[config.mk]
export PLATFORM = sky130hd
export DESIGN_NAME = dxz_guard
export DESIGN_NICKNAME = d
export VERILOG_FILES = /design/src/verilog/dxz_pkg.sv /design/src/verilog/dxz_counter.sv /design/src/verilog/dxz_guard.sv
export VERILOG_INCLUDE_DIRS = /design/src /design/src/verilog
export SDC_FILE = /design/constraint.sdc
export NUM_CORES = 1
export LEC_CHECK = 0
export BUFFER_PORTS_ARGS = -buffer_cell sky130_fd_sc_hd__buf_2
export CAP_MARGIN = 10
export CORE_UTILIZATION = 39
export DETAILED_ROUTE_END_ITERATION = 16
export PLACE_DENSITY = 0.54
export SYNTH_ARGS = -nofsm -noshare
export SYNTH_HDL_FRONTEND = slang
export SYNTH_SLANG_ARGS = --single-unit
export TNS_END_PERCENT = 100
[constraint.sdc]
create_clock -name mclk_i -period 4.1 [get_ports mclk_i]
set_clock_uncertainty 0.05 [all_clocks]
set_input_delay 0.205 -clock mclk_i [delete_from_list [all_inputs] [get_ports mclk_i]]
set_output_delay 0.205 -clock mclk_i [all_outputs]
set_load 0.02 [all_outputs]
[src/verilog/dxz_map.svh]
// Timing constants for the exit and calibration spacing guard.
// Assumes a 40 MHz controller clock equal to the memory command clock rate.
`ifndef DXZ_MAP_SVH
`define DXZ_MAP_SVH
`define DXZ_CLK_PS 25000
`define DXZ_ZQINIT_NCK 1024
`define DXZ_ZQOPER_NCK 512
`define DXZ_ZQCS_NCK 128
`define DXZ_EXTRA_NS 10
`define DXZ_CKSRX_NCK 5
`define DXZ_CPDED_NCK 4
`define DXZ_TRFC_NS 260
`define DXZ_TRFC4_NS 160
`define DXZ_TMOD_NCK 24
`define DXZ_TDLLK_NCK 597
`define DXZ_TIS_TIH_NS 1
`define DXZ_NS_TO_CYC(ns) ((((ns) * 1000) + `DXZ_CLK_PS - 1) / `DXZ_CLK_PS)
`define DXZ_MAX(a, b) (((a) > (b)) ? (a) : (b))
`endif

[src/verilog/dxz_pkg.sv]
// Types shared by the exit and calibration spacing guard.
// Assumes nothing of its surroundings.
package dxz_pkg;
    typedef enum logic [3:0] {
        DXZ_EV_NONE = 4'h0,
        DXZ_EV_RESET_EXIT = 4'h1,
        DXZ_EV_ZQ_INIT = 4'h2,
        DXZ_EV_ZQ_LONG = 4'h3,
        DXZ_EV_ZQ_SHORT = 4'h4,
        DXZ_EV_SR_EXIT = 4'h5,
        DXZ_EV_MPSM_ENTRY = 4'h6,
        DXZ_EV_MPSM_CLK_ON = 4'h7,
        DXZ_EV_MPSM_EXIT = 4'h8
    } dxz_event_t;
    typedef enum logic [1:0] {
        DXZ_ST_RUN = 2'h0,
        DXZ_ST_MPSM = 2'h1,
        DXZ_ST_MPSM_CLK = 2'h2
    } dxz_state_t;
endpackage : dxz_pkg
[src/verilog/dxz_counter.sv]
// Down counter that holds a gap open until it reaches zero.
// Assumes load and value come from logic on the same clock.
module dxz_counter #(
    parameter int W = 12
) (
    // Clock and reset
    input wire logic mclk_i,
    input wire logic nrst_i,
    // Load
    input wire logic load_i,
    input wire logic [W-1:0] value_i,
    // State
    output logic busy_o
);
    logic [W-1:0] cnt_q;
    logic [W-1:0] cnt_d;

    // A load only lengthens the wait, never shortens a running one; a held load keeps it full
    assign cnt_d = (load_i && value_i >= cnt_q) ? value_i :
                   (cnt_q != {W{1'b0}}) ? cnt_q - {{(W-1){1'b0}}, 1'b1} : cnt_q;

    // Count register
    always_ff @(posedge mclk_i or negedge nrst_i) begin
        if (!nrst_i) begin
            cnt_q <= {W{1'b0}};
        end else begin
            cnt_q <= cnt_d;
        end
    end

    assign busy_o = (cnt_q != {W{1'b0}});
endmodule : dxz_counter

[src/verilog/dxz_guard.sv]
// Controller-side guard that enforces command spacing after calibration,
// reset exit, self refresh exit and maximum power saving mode.
// Assumes events come as one-cycle pulses from the command scheduler on mclk_i.
//
// Behaviour
// - Init calibration blocks commands 1024 cycles
// - Long calibration blocks commands 512 cycles
// - Short calibration blocks commands 128 cycles
// - Reset exit waits max(5, refresh+10ns)
// - Self refresh exit waits refresh+10ns
// - Abort enabled exit waits 4x refresh+10ns
// - Calibration and latency mode writes wait 4x+10ns
// - Clock kept valid update+4 after entry
// - Clock valid max(5,10ns) before power-save exit
// - Non-DLL commands wait self refresh exit delay
// - DLL commands wait exit plus DLL delay
// - Chip select leads clock enable by setup+hold
// - Clock-valid time is max(5 cycles, 10ns)
`include "dxz_map.svh"
module dxz_guard #(
    parameter int CNT_W = 12,
    parameter int TRFC_NS = `DXZ_TRFC_NS,
    parameter int TRFC4_NS = `DXZ_TRFC4_NS,
    parameter int TMOD_NCK = `DXZ_TMOD_NCK,
    parameter int TDLLK_NCK = `DXZ_TDLLK_NCK
) (
    // Clock and reset
    input wire logic mclk_i,
    input wire logic nrst_i,
    // Event pulses from the scheduler
    input wire dxz_pkg::dxz_event_t event_i,
    input wire logic sr_abort_en_i,
    // Chip select level currently requested for power-save exit
    input wire logic cs_exit_ready_i,
    // Permissions
    output logic allow_any_o,
    output logic allow_nodll_o,
    output logic allow_fast_o,
    output logic clk_needed_o,
    output logic cke_exit_ok_o,
    output logic in_mpsm_o
);
    // Cycle counts derived from times, rounded up
    localparam int XPR_CYC = `DXZ_MAX(`DXZ_CKSRX_NCK, `DXZ_NS_TO_CYC(TRFC_NS + `DXZ_EXTRA_NS));
    localparam int XS_CYC = `DXZ_NS_TO_CYC(TRFC_NS + `DXZ_EXTRA_NS);
    localparam int XS4_CYC = `DXZ_NS_TO_CYC(TRFC4_NS + `DXZ_EXTRA_NS);
    localparam int CKSRX_CYC = `DXZ_MAX(`DXZ_CKSRX_NCK, `DXZ_NS_TO_CYC(`DXZ_EXTRA_NS));
    localparam int MPE_CYC = TMOD_NCK + `DXZ_CPDED_NCK;
    localparam int MPX_S_CYC = `DXZ_MAX(1, `DXZ_NS_TO_CYC(`DXZ_TIS_TIH_NS));

    function automatic logic [CNT_W-1:0] cyc(input int n);
        cyc = n[CNT_W-1:0];
    endfunction : cyc

    dxz_pkg::dxz_state_t st_q;
    dxz_pkg::dxz_state_t st_d;
    logic any_busy;
    logic nodll_busy;
    logic fast_busy;
    logic clk_busy;
    logic cs_busy;
    logic [CNT_W-1:0] any_val;
    logic [CNT_W-1:0] nodll_val;
    logic [CNT_W-1:0] fast_val;
    logic any_ld;
    logic nodll_ld;
    logic fast_ld;
    logic clk_ld;
    logic [CNT_W-1:0] clk_val;
    logic cs_ld;
    logic cs_q;
    logic allow_any_q;
    logic allow_nodll_q;
    logic allow_fast_q;
    logic clk_needed_q;
    logic cke_exit_ok_q;
    logic in_mpsm_q;
    logic allow_any_d;
    logic allow_nodll_d;
    logic allow_fast_d;
    logic clk_needed_d;
    logic cke_exit_ok_d;
    logic in_mpsm_d;

    // Event decode into counter loads
    wire ev_rst = (event_i == dxz_pkg::DXZ_EV_RESET_EXIT);
    wire ev_zqi = (event_i == dxz_pkg::DXZ_EV_ZQ_INIT);
    wire ev_zql = (event_i == dxz_pkg::DXZ_EV_ZQ_LONG);
    wire ev_zqs = (event_i == dxz_pkg::DXZ_EV_ZQ_SHORT);
    wire ev_srx = (event_i == dxz_pkg::DXZ_EV_SR_EXIT);
    wire ev_mpe = (event_i == dxz_pkg::DXZ_EV_MPSM_ENTRY) && (st_q == dxz_pkg::DXZ_ST_RUN);
    wire ev_mpc = (event_i == dxz_pkg::DXZ_EV_MPSM_CLK_ON) && (st_q == dxz_pkg::DXZ_ST_MPSM);
    wire ev_mpx = (event_i == dxz_pkg::DXZ_EV_MPSM_EXIT) && (st_q == dxz_pkg::DXZ_ST_MPSM_CLK)
                  && !clk_busy && !cs_busy && cs_q;

    // Full blocking gap: every command held back
    assign any_ld = ev_rst | ev_zqi | ev_zql | ev_zqs | ev_mpx | ev_srx;
    assign any_val = ev_zqi ? cyc(`DXZ_ZQINIT_NCK) :
                     ev_zql ? cyc(`DXZ_ZQOPER_NCK) :
                     ev_zqs ? cyc(`DXZ_ZQCS_NCK) :
                     ev_rst ? cyc(XPR_CYC) :
                     ev_mpx ? cyc(XS_CYC + TDLLK_NCK) :
                     cyc(XS_CYC + TDLLK_NCK);
    // Gap for commands not needing a locked DLL
    assign nodll_ld = ev_srx | ev_mpx | any_ld;
    assign nodll_val = ev_srx ? (sr_abort_en_i ? cyc(XS4_CYC) : cyc(XS_CYC)) :
                       ev_mpx ? cyc(XS_CYC) :
                       any_val;
    // Gap for calibration and latency mode writes after self refresh exit
    assign fast_ld = ev_srx | (any_ld & ~ev_srx);
    assign fast_val = ev_srx ? cyc(XS4_CYC) : nodll_val;
    // Clock hold after entry, clock lead before exit
    assign clk_ld = ev_mpe | ev_mpc;
    assign clk_val = ev_mpe ? cyc(MPE_CYC) : cyc(CKSRX_CYC);
    assign cs_ld = ev_mpc | (st_q == dxz_pkg::DXZ_ST_MPSM_CLK && !cs_q);

    // One counter per gap, the clock hold and clock lead sharing u_clk; each runs on its own so a long gap never hides a short one
    dxz_counter #(
        .W(CNT_W)
    ) u_any (
        .mclk_i(mclk_i),
        .nrst_i(nrst_i),
        .load_i(any_ld),
        .value_i(any_val),
        .busy_o(any_busy)
    );

    // Gap for commands that do not need a locked DLL
    dxz_counter #(
        .W(CNT_W)
    ) u_nodll (
        .mclk_i(mclk_i),
        .nrst_i(nrst_i),
        .load_i(nodll_ld),
        .value_i(nodll_val),
        .busy_o(nodll_busy)
    );

    // Gap for calibration and latency mode writes
    dxz_counter #(
        .W(CNT_W)
    ) u_fast (
        .mclk_i(mclk_i),
        .nrst_i(nrst_i),
        .load_i(fast_ld),
        .value_i(fast_val),
        .busy_o(fast_busy)
    );

    // Clock hold after entry and clock lead before exit share one counter
    dxz_counter #(
        .W(CNT_W)
    ) u_clk (
        .mclk_i(mclk_i),
        .nrst_i(nrst_i),
        .load_i(clk_ld),
        .value_i(clk_val),
        .busy_o(clk_busy)
    );

    // Chip select setup; reloaded every cycle while chip select is not yet at its exit level
    dxz_counter #(
        .W(CNT_W)
    ) u_cs (
        .mclk_i(mclk_i),
        .nrst_i(nrst_i),
        .load_i(cs_ld),
        .value_i(cyc(MPX_S_CYC)),
        .busy_o(cs_busy)
    );

    // Power-save mode sequencing; the guard clears allow_any_o, allow_nodll_o and allow_fast_o whenever st_d leaves DXZ_ST_RUN
    always_comb begin
        st_d = st_q;
        case (st_q)
            dxz_pkg::DXZ_ST_RUN: if (ev_mpe) st_d = dxz_pkg::DXZ_ST_MPSM;
            dxz_pkg::DXZ_ST_MPSM: if (ev_mpc) st_d = dxz_pkg::DXZ_ST_MPSM_CLK;
            dxz_pkg::DXZ_ST_MPSM_CLK: if (ev_mpx) st_d = dxz_pkg::DXZ_ST_RUN;
            default: st_d = dxz_pkg::DXZ_ST_RUN;
        endcase
    end

    // Next permissions; a load in this cycle counts as busy, since the counter shows it one edge later
    assign allow_any_d = !any_busy && !any_ld && (st_d == dxz_pkg::DXZ_ST_RUN);
    assign allow_nodll_d = !nodll_busy && !nodll_ld && (st_d == dxz_pkg::DXZ_ST_RUN);
    assign allow_fast_d = !fast_busy && !fast_ld && (st_d == dxz_pkg::DXZ_ST_RUN);
    // Clock may stop only in power-save mode, once the entry hold has run out
    assign clk_needed_d = (st_d != dxz_pkg::DXZ_ST_MPSM) || clk_busy || clk_ld;
    // Exit needs both the clock lead and the chip select setup to have run out
    assign cke_exit_ok_d = (st_d == dxz_pkg::DXZ_ST_MPSM_CLK) && !clk_busy && !clk_ld
                           && !cs_busy && !cs_ld && cs_q;
    assign in_mpsm_d = (st_d != dxz_pkg::DXZ_ST_RUN);

    // State and registered permissions
    always_ff @(posedge mclk_i or negedge nrst_i) begin
        if (!nrst_i) begin
            st_q <= dxz_pkg::DXZ_ST_RUN;
            cs_q <= 1'b0;
            allow_any_q <= 1'b0;
            allow_nodll_q <= 1'b0;
            allow_fast_q <= 1'b0;
            clk_needed_q <= 1'b1;
            cke_exit_ok_q <= 1'b0;
            in_mpsm_q <= 1'b0;
        end else begin
            st_q <= st_d;
            cs_q <= cs_exit_ready_i;
            allow_any_q <= allow_any_d;
            allow_nodll_q <= allow_nodll_d;
            allow_fast_q <= allow_fast_d;
            clk_needed_q <= clk_needed_d;
            cke_exit_ok_q <= cke_exit_ok_d;
            in_mpsm_q <= in_mpsm_d;
        end
    end

    // Ports come straight from the permission flops, so the scheduler sees no glitches
    assign allow_any_o = allow_any_q;
    assign allow_nodll_o = allow_nodll_q;
    assign allow_fast_o = allow_fast_q;
    assign clk_needed_o = clk_needed_q;
    assign cke_exit_ok_o = cke_exit_ok_q;
    assign in_mpsm_o = in_mpsm_q;
endmodule : dxz_guard

Word-level counts from Yosys, hierarchy flattened

Cells that the tools add are included.

$add $sub $neg: 5
Magnitude comparators: 5
Equality and inequality tests: 12
Mux-type cells: 23
Bitwise logic cells: 12
Reductions and logical operators: 49

Operators by type and width:

| operator                                                           | count |
|---|---|
| two-way mux 12 bit                                                 | 10 |
| nonzero test 12 bit                                                | 5 |
| subtractor 12 x 1 -> 12 bit (second input constant)                | 5 |
| two-way mux 11 bit                                                 | 4 |
| greater-or-equal comparator 11 x 12 -> 1 bit                       | 3 |
| two-way mux 10 bit                                                 | 3 |
| logical AND 1 bit                                                  | 23 |
| == test 4 x 3 -> 1 bit (second input constant)                     | 4 |
| greater-or-equal comparator 1 x 12 -> 1 bit (first input constant) | 1 |
| greater-or-equal comparator 5 x 12 -> 1 bit                        | 1 |
| nonzero test 2 bit                                                 | 6 |
| zero test 1 bit                                                    | 11 |
| bitwise OR 1 bit                                                   | 10 |
| == test 4 x 2 -> 1 bit (second input constant)                     | 2 |
| two-way mux 2 bit                                                  | 3 |
| case mux 2 bit (3 select lines)                                    | 1 |
| two-way mux 5 bit                                                  | 1 |
| == test 2 bit (second input constant)                              | 2 |
| == test 4 x 1 -> 1 bit (second input constant)                     | 1 |
| == test 4 bit (second input constant)                              | 1 |
| zero test 2 bit                                                    | 2 |
| two-way mux 4 bit                                                  | 1 |
| == test 2 x 1 -> 1 bit (second input constant)                     | 1 |
| logical OR 1 bit                                                   | 2 |
| other kinds (3)                                                    | 3 |

Bits in registers: 69
Input bits: 8
Output and inout bits: 6

Depth between registers and ports, before layout

Depth in word-level cells: 13
Depth in mapped cells: 15
Depth with buffers taken out: 14

Modules after synthesis

Synthesis repeated with hierarchy kept, for this count alone.

Cell total of the unflattened synthesis: 643
Area, all modules: 6,160.9 um^2

Modules (own cells, without submodules):

| module                   | instances | cells each | area each (um^2) |
|---|---|---|---|
| dxz_counter at u_any ... | 4         | 112        | 1,102.3 |
| dxz_counter at u_clk     | 1         | 113        | 1,092.3 |
| dxz_guard                | 1         | 82         | 659.4 |

Worst setup path before layout

No wires, ideal clock.

Kind: reg2reg
Start: register u_cs.cnt_q[3]
End: register u_nodll.cnt_q[0]
Data arrival time: 3,648 ps
Data required time: 3,923 ps
Path slack: 275 ps
Stages on the path, launching flop included: 13
Buffers on the path: 1
Period minus slack after synthesis: 3,825 ps
Cell sequence: dfrtp_1 or4_4 or4b_4 nor3_4 nor2_1 ha_1 nand2b_1 a2111oi_0 nor3_1 o21ai_0 nor2_4 buf_6 o32a_2

Word-level cells in the longest chain between the ends: 9

Ends and longest elaborated chain:

| what                                                                                    | RTL line                            | source |
|---|---|---|
| start, declared                                                                         | dxz_counter.sv:15                   | `logic [W-1:0] cnt_q;` |
| start signal, assigned                                                                  | dxz_counter.sv:25                   | `cnt_q <= {W{1'b0}};` |
| start signal, assigned                                                                  | dxz_counter.sv:27                   | `cnt_q <= cnt_d;` |
| nonzero test 12 bit *                                                                   | dxz_counter.sv:31                   | `assign busy_o = (cnt_q != {W{1'b0}});` |
| zero test 1 bit *                                                                       | dxz_guard.sv:94                     | `&& !clk_busy && !cs_busy && cs_q;` |
| logical AND 1 bit * (2 in series)                                                       | dxz_guard.sv:94                     |  |
| two-way mux 11 bit / bitwise OR 1 bit (equally long branches)                           | dxz_guard.sv:107, dxz_guard.sv:97   |  |
| two-way mux 11 bit / bitwise OR 1 bit (equally long branches)                           | dxz_guard.sv:106, dxz_guard.sv:97   |  |
| greater-or-equal comparator 11 x 12 -> 1 bit / bitwise OR 1 bit (equally long branches) | dxz_counter.sv:19, dxz_guard.sv:105 |  |
| logical AND 1 bit                                                                       | dxz_counter.sv:19                   | `assign cnt_d = (load_i && value_i >= cnt_q) ? value_i :` |
| two-way mux 12 bit / nonzero test 2 bit (equally long branches)                         | --                                  |  |
| end signal, assigned                                                                    | dxz_counter.sv:25                   |  |
| end signal, assigned                                                                    | dxz_counter.sv:27                   |  |
| end, declared                                                                           | dxz_counter.sv:15                   |  |

Mark *: on every way between the ends. The rest lies on a longest branch, timed or not.
A chain may end at the register's enable or synchronous reset.

Worst setup path after layout

Start: register u_cs.cnt_q[3]
End: register u_fast.cnt_q[9]

Word-level cells in the longest chain between the ends: 10

Ends and longest elaborated chain:

| what                                                                                    | RTL line |
|---|---|
| nonzero test 12 bit *                                                                   | dxz_counter.sv:31 |
| zero test 1 bit *                                                                       | dxz_guard.sv:94 |
| logical AND 1 bit * (2 in series)                                                       | dxz_guard.sv:94 |
| two-way mux 11 bit / bitwise OR 1 bit (equally long branches)                           | dxz_guard.sv:107, dxz_guard.sv:97 |
| two-way mux 11 bit / bitwise OR 1 bit (equally long branches)                           | dxz_guard.sv:106, dxz_guard.sv:97 |
| two-way mux 11 bit / AND 1 bit (equally long branches)                                  | dxz_guard.sv:111, dxz_guard.sv:110 |
| greater-or-equal comparator 11 x 12 -> 1 bit / bitwise OR 1 bit (equally long branches) | dxz_counter.sv:19, dxz_guard.sv:110 |
| logical AND 1 bit                                                                       | dxz_counter.sv:19 |
| two-way mux 12 bit / nonzero test 2 bit (equally long branches)                         | -- |
| end signal, assigned                                                                    | dxz_counter.sv:25 |
| end signal, assigned                                                                    | dxz_counter.sv:27 |
| end, declared                                                                           | dxz_counter.sv:15 |

Marks and branches as above.

==> flow_summary.ini <==
[setup_path]
cpMaxStageDelayCell = or4b_4
path_cells = or4_4 -> or4b_4 -> nor3_4 -> nor2_1 -> ha_1 -> nand2b_1 -> a2111oi_0 -> nor3_1 -> o21ai_0 -> buf_4 -> nor2_4 -> o32ai_1
critical_path_arrival_ns = 3.81
path_max_fanout = 12
crit_path_end_kind = flop
r2r_start = u_cs.cnt_q[3]
cpPeakStageDelay_ns = 0.58
required_ns = 4.29
criticalPathCategory = reg -> reg
critPathLaunch = u_cs.cnt_q[3]
crit_path_start_kind = flop

[pwr]
ir_worst_vdd_v = 0.000160
power.density_nw_per_um2 = 314
leakage_nw = 2.27

[detailed_routing]
drtPass1Iterations = 4
drt_iter0_drc = 100
vias = 3623
wl_um = 10000
ant_nets = 0
vias_per_cell = 5.30
drc = 0
drt-wirelength-per-cell_um = 14.7

[clock_network]
cts_hold_buf = 2
post_cts_resized = 0
cts_made_buffers = 9
clock_latency_ns = 0.34
path_clk_slew_ns = 0.06
postCtsSetupRepairBufs = 0
cts.sinks = 69
cts_tree = yes
htree_levels = 3
cts_buffer_depth = 2
root_buffer = clkbuf_16

[floorplan]
die_y_um = 110
ios = 14
dieArea_um2 = 12100
dieWidth_um = 110
start_util = 0.399
core_area_um2 = 11400
rows = 39

[layout]
drive_above_1_share = 0.106
n_antenna_cell = 0
nNetsFinal = 580
fin_util = 0.451
final_common_cell = dfrtp_1
layout_common_cells = 68 x dfrtp_1, 59 x nor2_1, 52 x inv_1
area.growth.synth_to_final_pct = 12.9

[synthesis]
synth_ff_type = dfrtp_1
ys_seq_elements = 69
syn_area_per_cell_um2 = 8.96
syn_area_um2 = 4560
synth_area_leaders = dfrtp_1 37%, ha_1 10%, xnor2_1 5.6%, nor2_1 4.9%, inv_1 4.3%
yosysTopAreaCellShare = 0.373
ys_types = 55
yosysTopAreaCell = dfrtp_1
postSynthCellCount = 509
yosysSeqAreaShare = 0.379
synth_edf_count = 0
yosys_warnings = 0
async_flop_share = 1.00
synth_fp_nets = 554

[sta]
maxSlewViolCount = 0
rsz0062_at_grt = false
max_slew.worst_pin.slew_ns = 0.897
finalCritPeriodShare = 0.882
setup-violations-final = 0
fin_crit_ns = 3.62
whs_ns = 0.152
fin_setup_tns_ns = 0
hold_viol_final = 0
slew_headroom = 0.396
fmax_mhz = 276

[grt]
grt_max_degree = 37
grt_pass1_vias = 3443
track_usage = 0.182
overflow = 0
antenna_found_initial = 0
grt_pass1_wl_um = 16900

[worst_hold_path]
hold_start = sr_abort_en_i
holdCritPathClass = in -> reg

[placement]
numPortBuffers = 13
dp.final_hpwl_um = 7420
gp_congestion = 0.778

[status]
status = completed

[flow_run]
maxCapViolCount = 0
-- synth_stat cells (all sizes together), types with 3 or more instances --
cell    count
nand3      16
a211oi      5
buf         4
a21oi      22
o21ai      24
mux2i      15
o32ai       3
nor3b       4
dfrtp      68
and4        3
ha         37
clkbuf      7
nor2       62
nand4       3
nor3       30
or4         6
nand2      25
inv        52
nor4       15
nand4b      4
xnor2      29
xor2        5
or3         6
nor2b      12
and2        3
or2         4
o32a        5
nand2b     10
o21a        5
-- cell type report --
cell class                      count  area (um^2)
Fill cell                        1124         6270
Multi-Input combinational cell    377         2570
Sequential cell                    69         1730
Clock buffer                       12          256
Inverter                           52          195
Tap cell                          143          179
Timing Repair Buffer               26          168
Clock inverter                      4         47.5
-- worst max-delay path: cells and delay by family (launching register included) --
family / cells / cell delay, ns
AOI/OAI and AO/OA: 3 / 0.88
DFF: 1 / 0.41
and+or+nand+nor: 7 / 1.72
buffers and inverters: 1 / 0.17
adders and majority gates: 1 / 0.27
-- report_power, final --
| group | switching (mW) | leakage, nW | internal [mW] |
|---|---|---|---|
| Combinational | 0.0768 | 1.39 | 0.0425 |
| Clock | 0.290 | 0.149 | 0.502 |
| Sequential | 0.0140 | 0.735 | 0.693 |
| Total | 0.381 | 2.27 | 1.24 |
-- logic make-up (layout without fill, tap and decap cells) --
group,Yosys count,count (layout),synth area share
AND/OR/NAND/NOR,211,211,0.250
AO/OA/AOI/OAI,78,78,0.109
flip-flops,69,69,0.379
buffers and inverters,63,94,0.0568
adder cells (fa/ha/maj),37,37,0.102
XOR/XNOR,34,34,0.0653
multiplexers,17,17,0.0379
-- metal layers --
layer | share of wire | track usage | vias to the layer above
li1 | - | - | 1831
met1 | 0.51 | 0.252 | 1740
met2 | 0.45 | 0.280 | 43
met3 | 0.031 | 0.0312 | 9
met4 | 0.014 | 0.0771 | 0
met5 | 0 | 0 | -
-- final timing paths --
kind	cells past startpoint	end	slack (ns)
max reg2reg	12	u_fast.cnt_q[9]	0.48
max in group asynchronous	3	clk_needed_o	2.57
min reg2reg	1	u_clk.cnt_q[11]	0.48
min	3	u_nodll.cnt_q[2]	0.15
min in group asynchronous	2	u_fast.cnt_q[4]	0.43
max	12	u_fast.cnt_q[9]	0.48
-- sequential cells by signal, summed over array words and instances, names as in the netlist --
name / cells
u_fast.cnt_q: 12
st_q: 2
u_clk.cnt_q: 12
allow_any_o: 1
cke_exit_ok_o: 1
cs_q: 1
in_mpsm_o: 1
clk_needed_o: 1
allow_fast_o: 1
u_any.cnt_q: 12
allow_nodll_o: 1
u_nodll.cnt_q: 12
u_cs.cnt_q: 12
-- per-stage QoR --
step,power [mW],instance area [um^2],cells,setup slack [ns]
2_1_floorplan,0.787,4560,509,0.275
3_3_place_gp,0.837,4820,665,0.504
3_5_place_dp,0.839,4820,665,0.467
4_1_cts,1.65,5150,683,0.437
5_1_grt,1.68,5150,683,0.211
6_report,1.62,5150,683,0.482
Note: power is estimated with default switching activity, not from simulation.
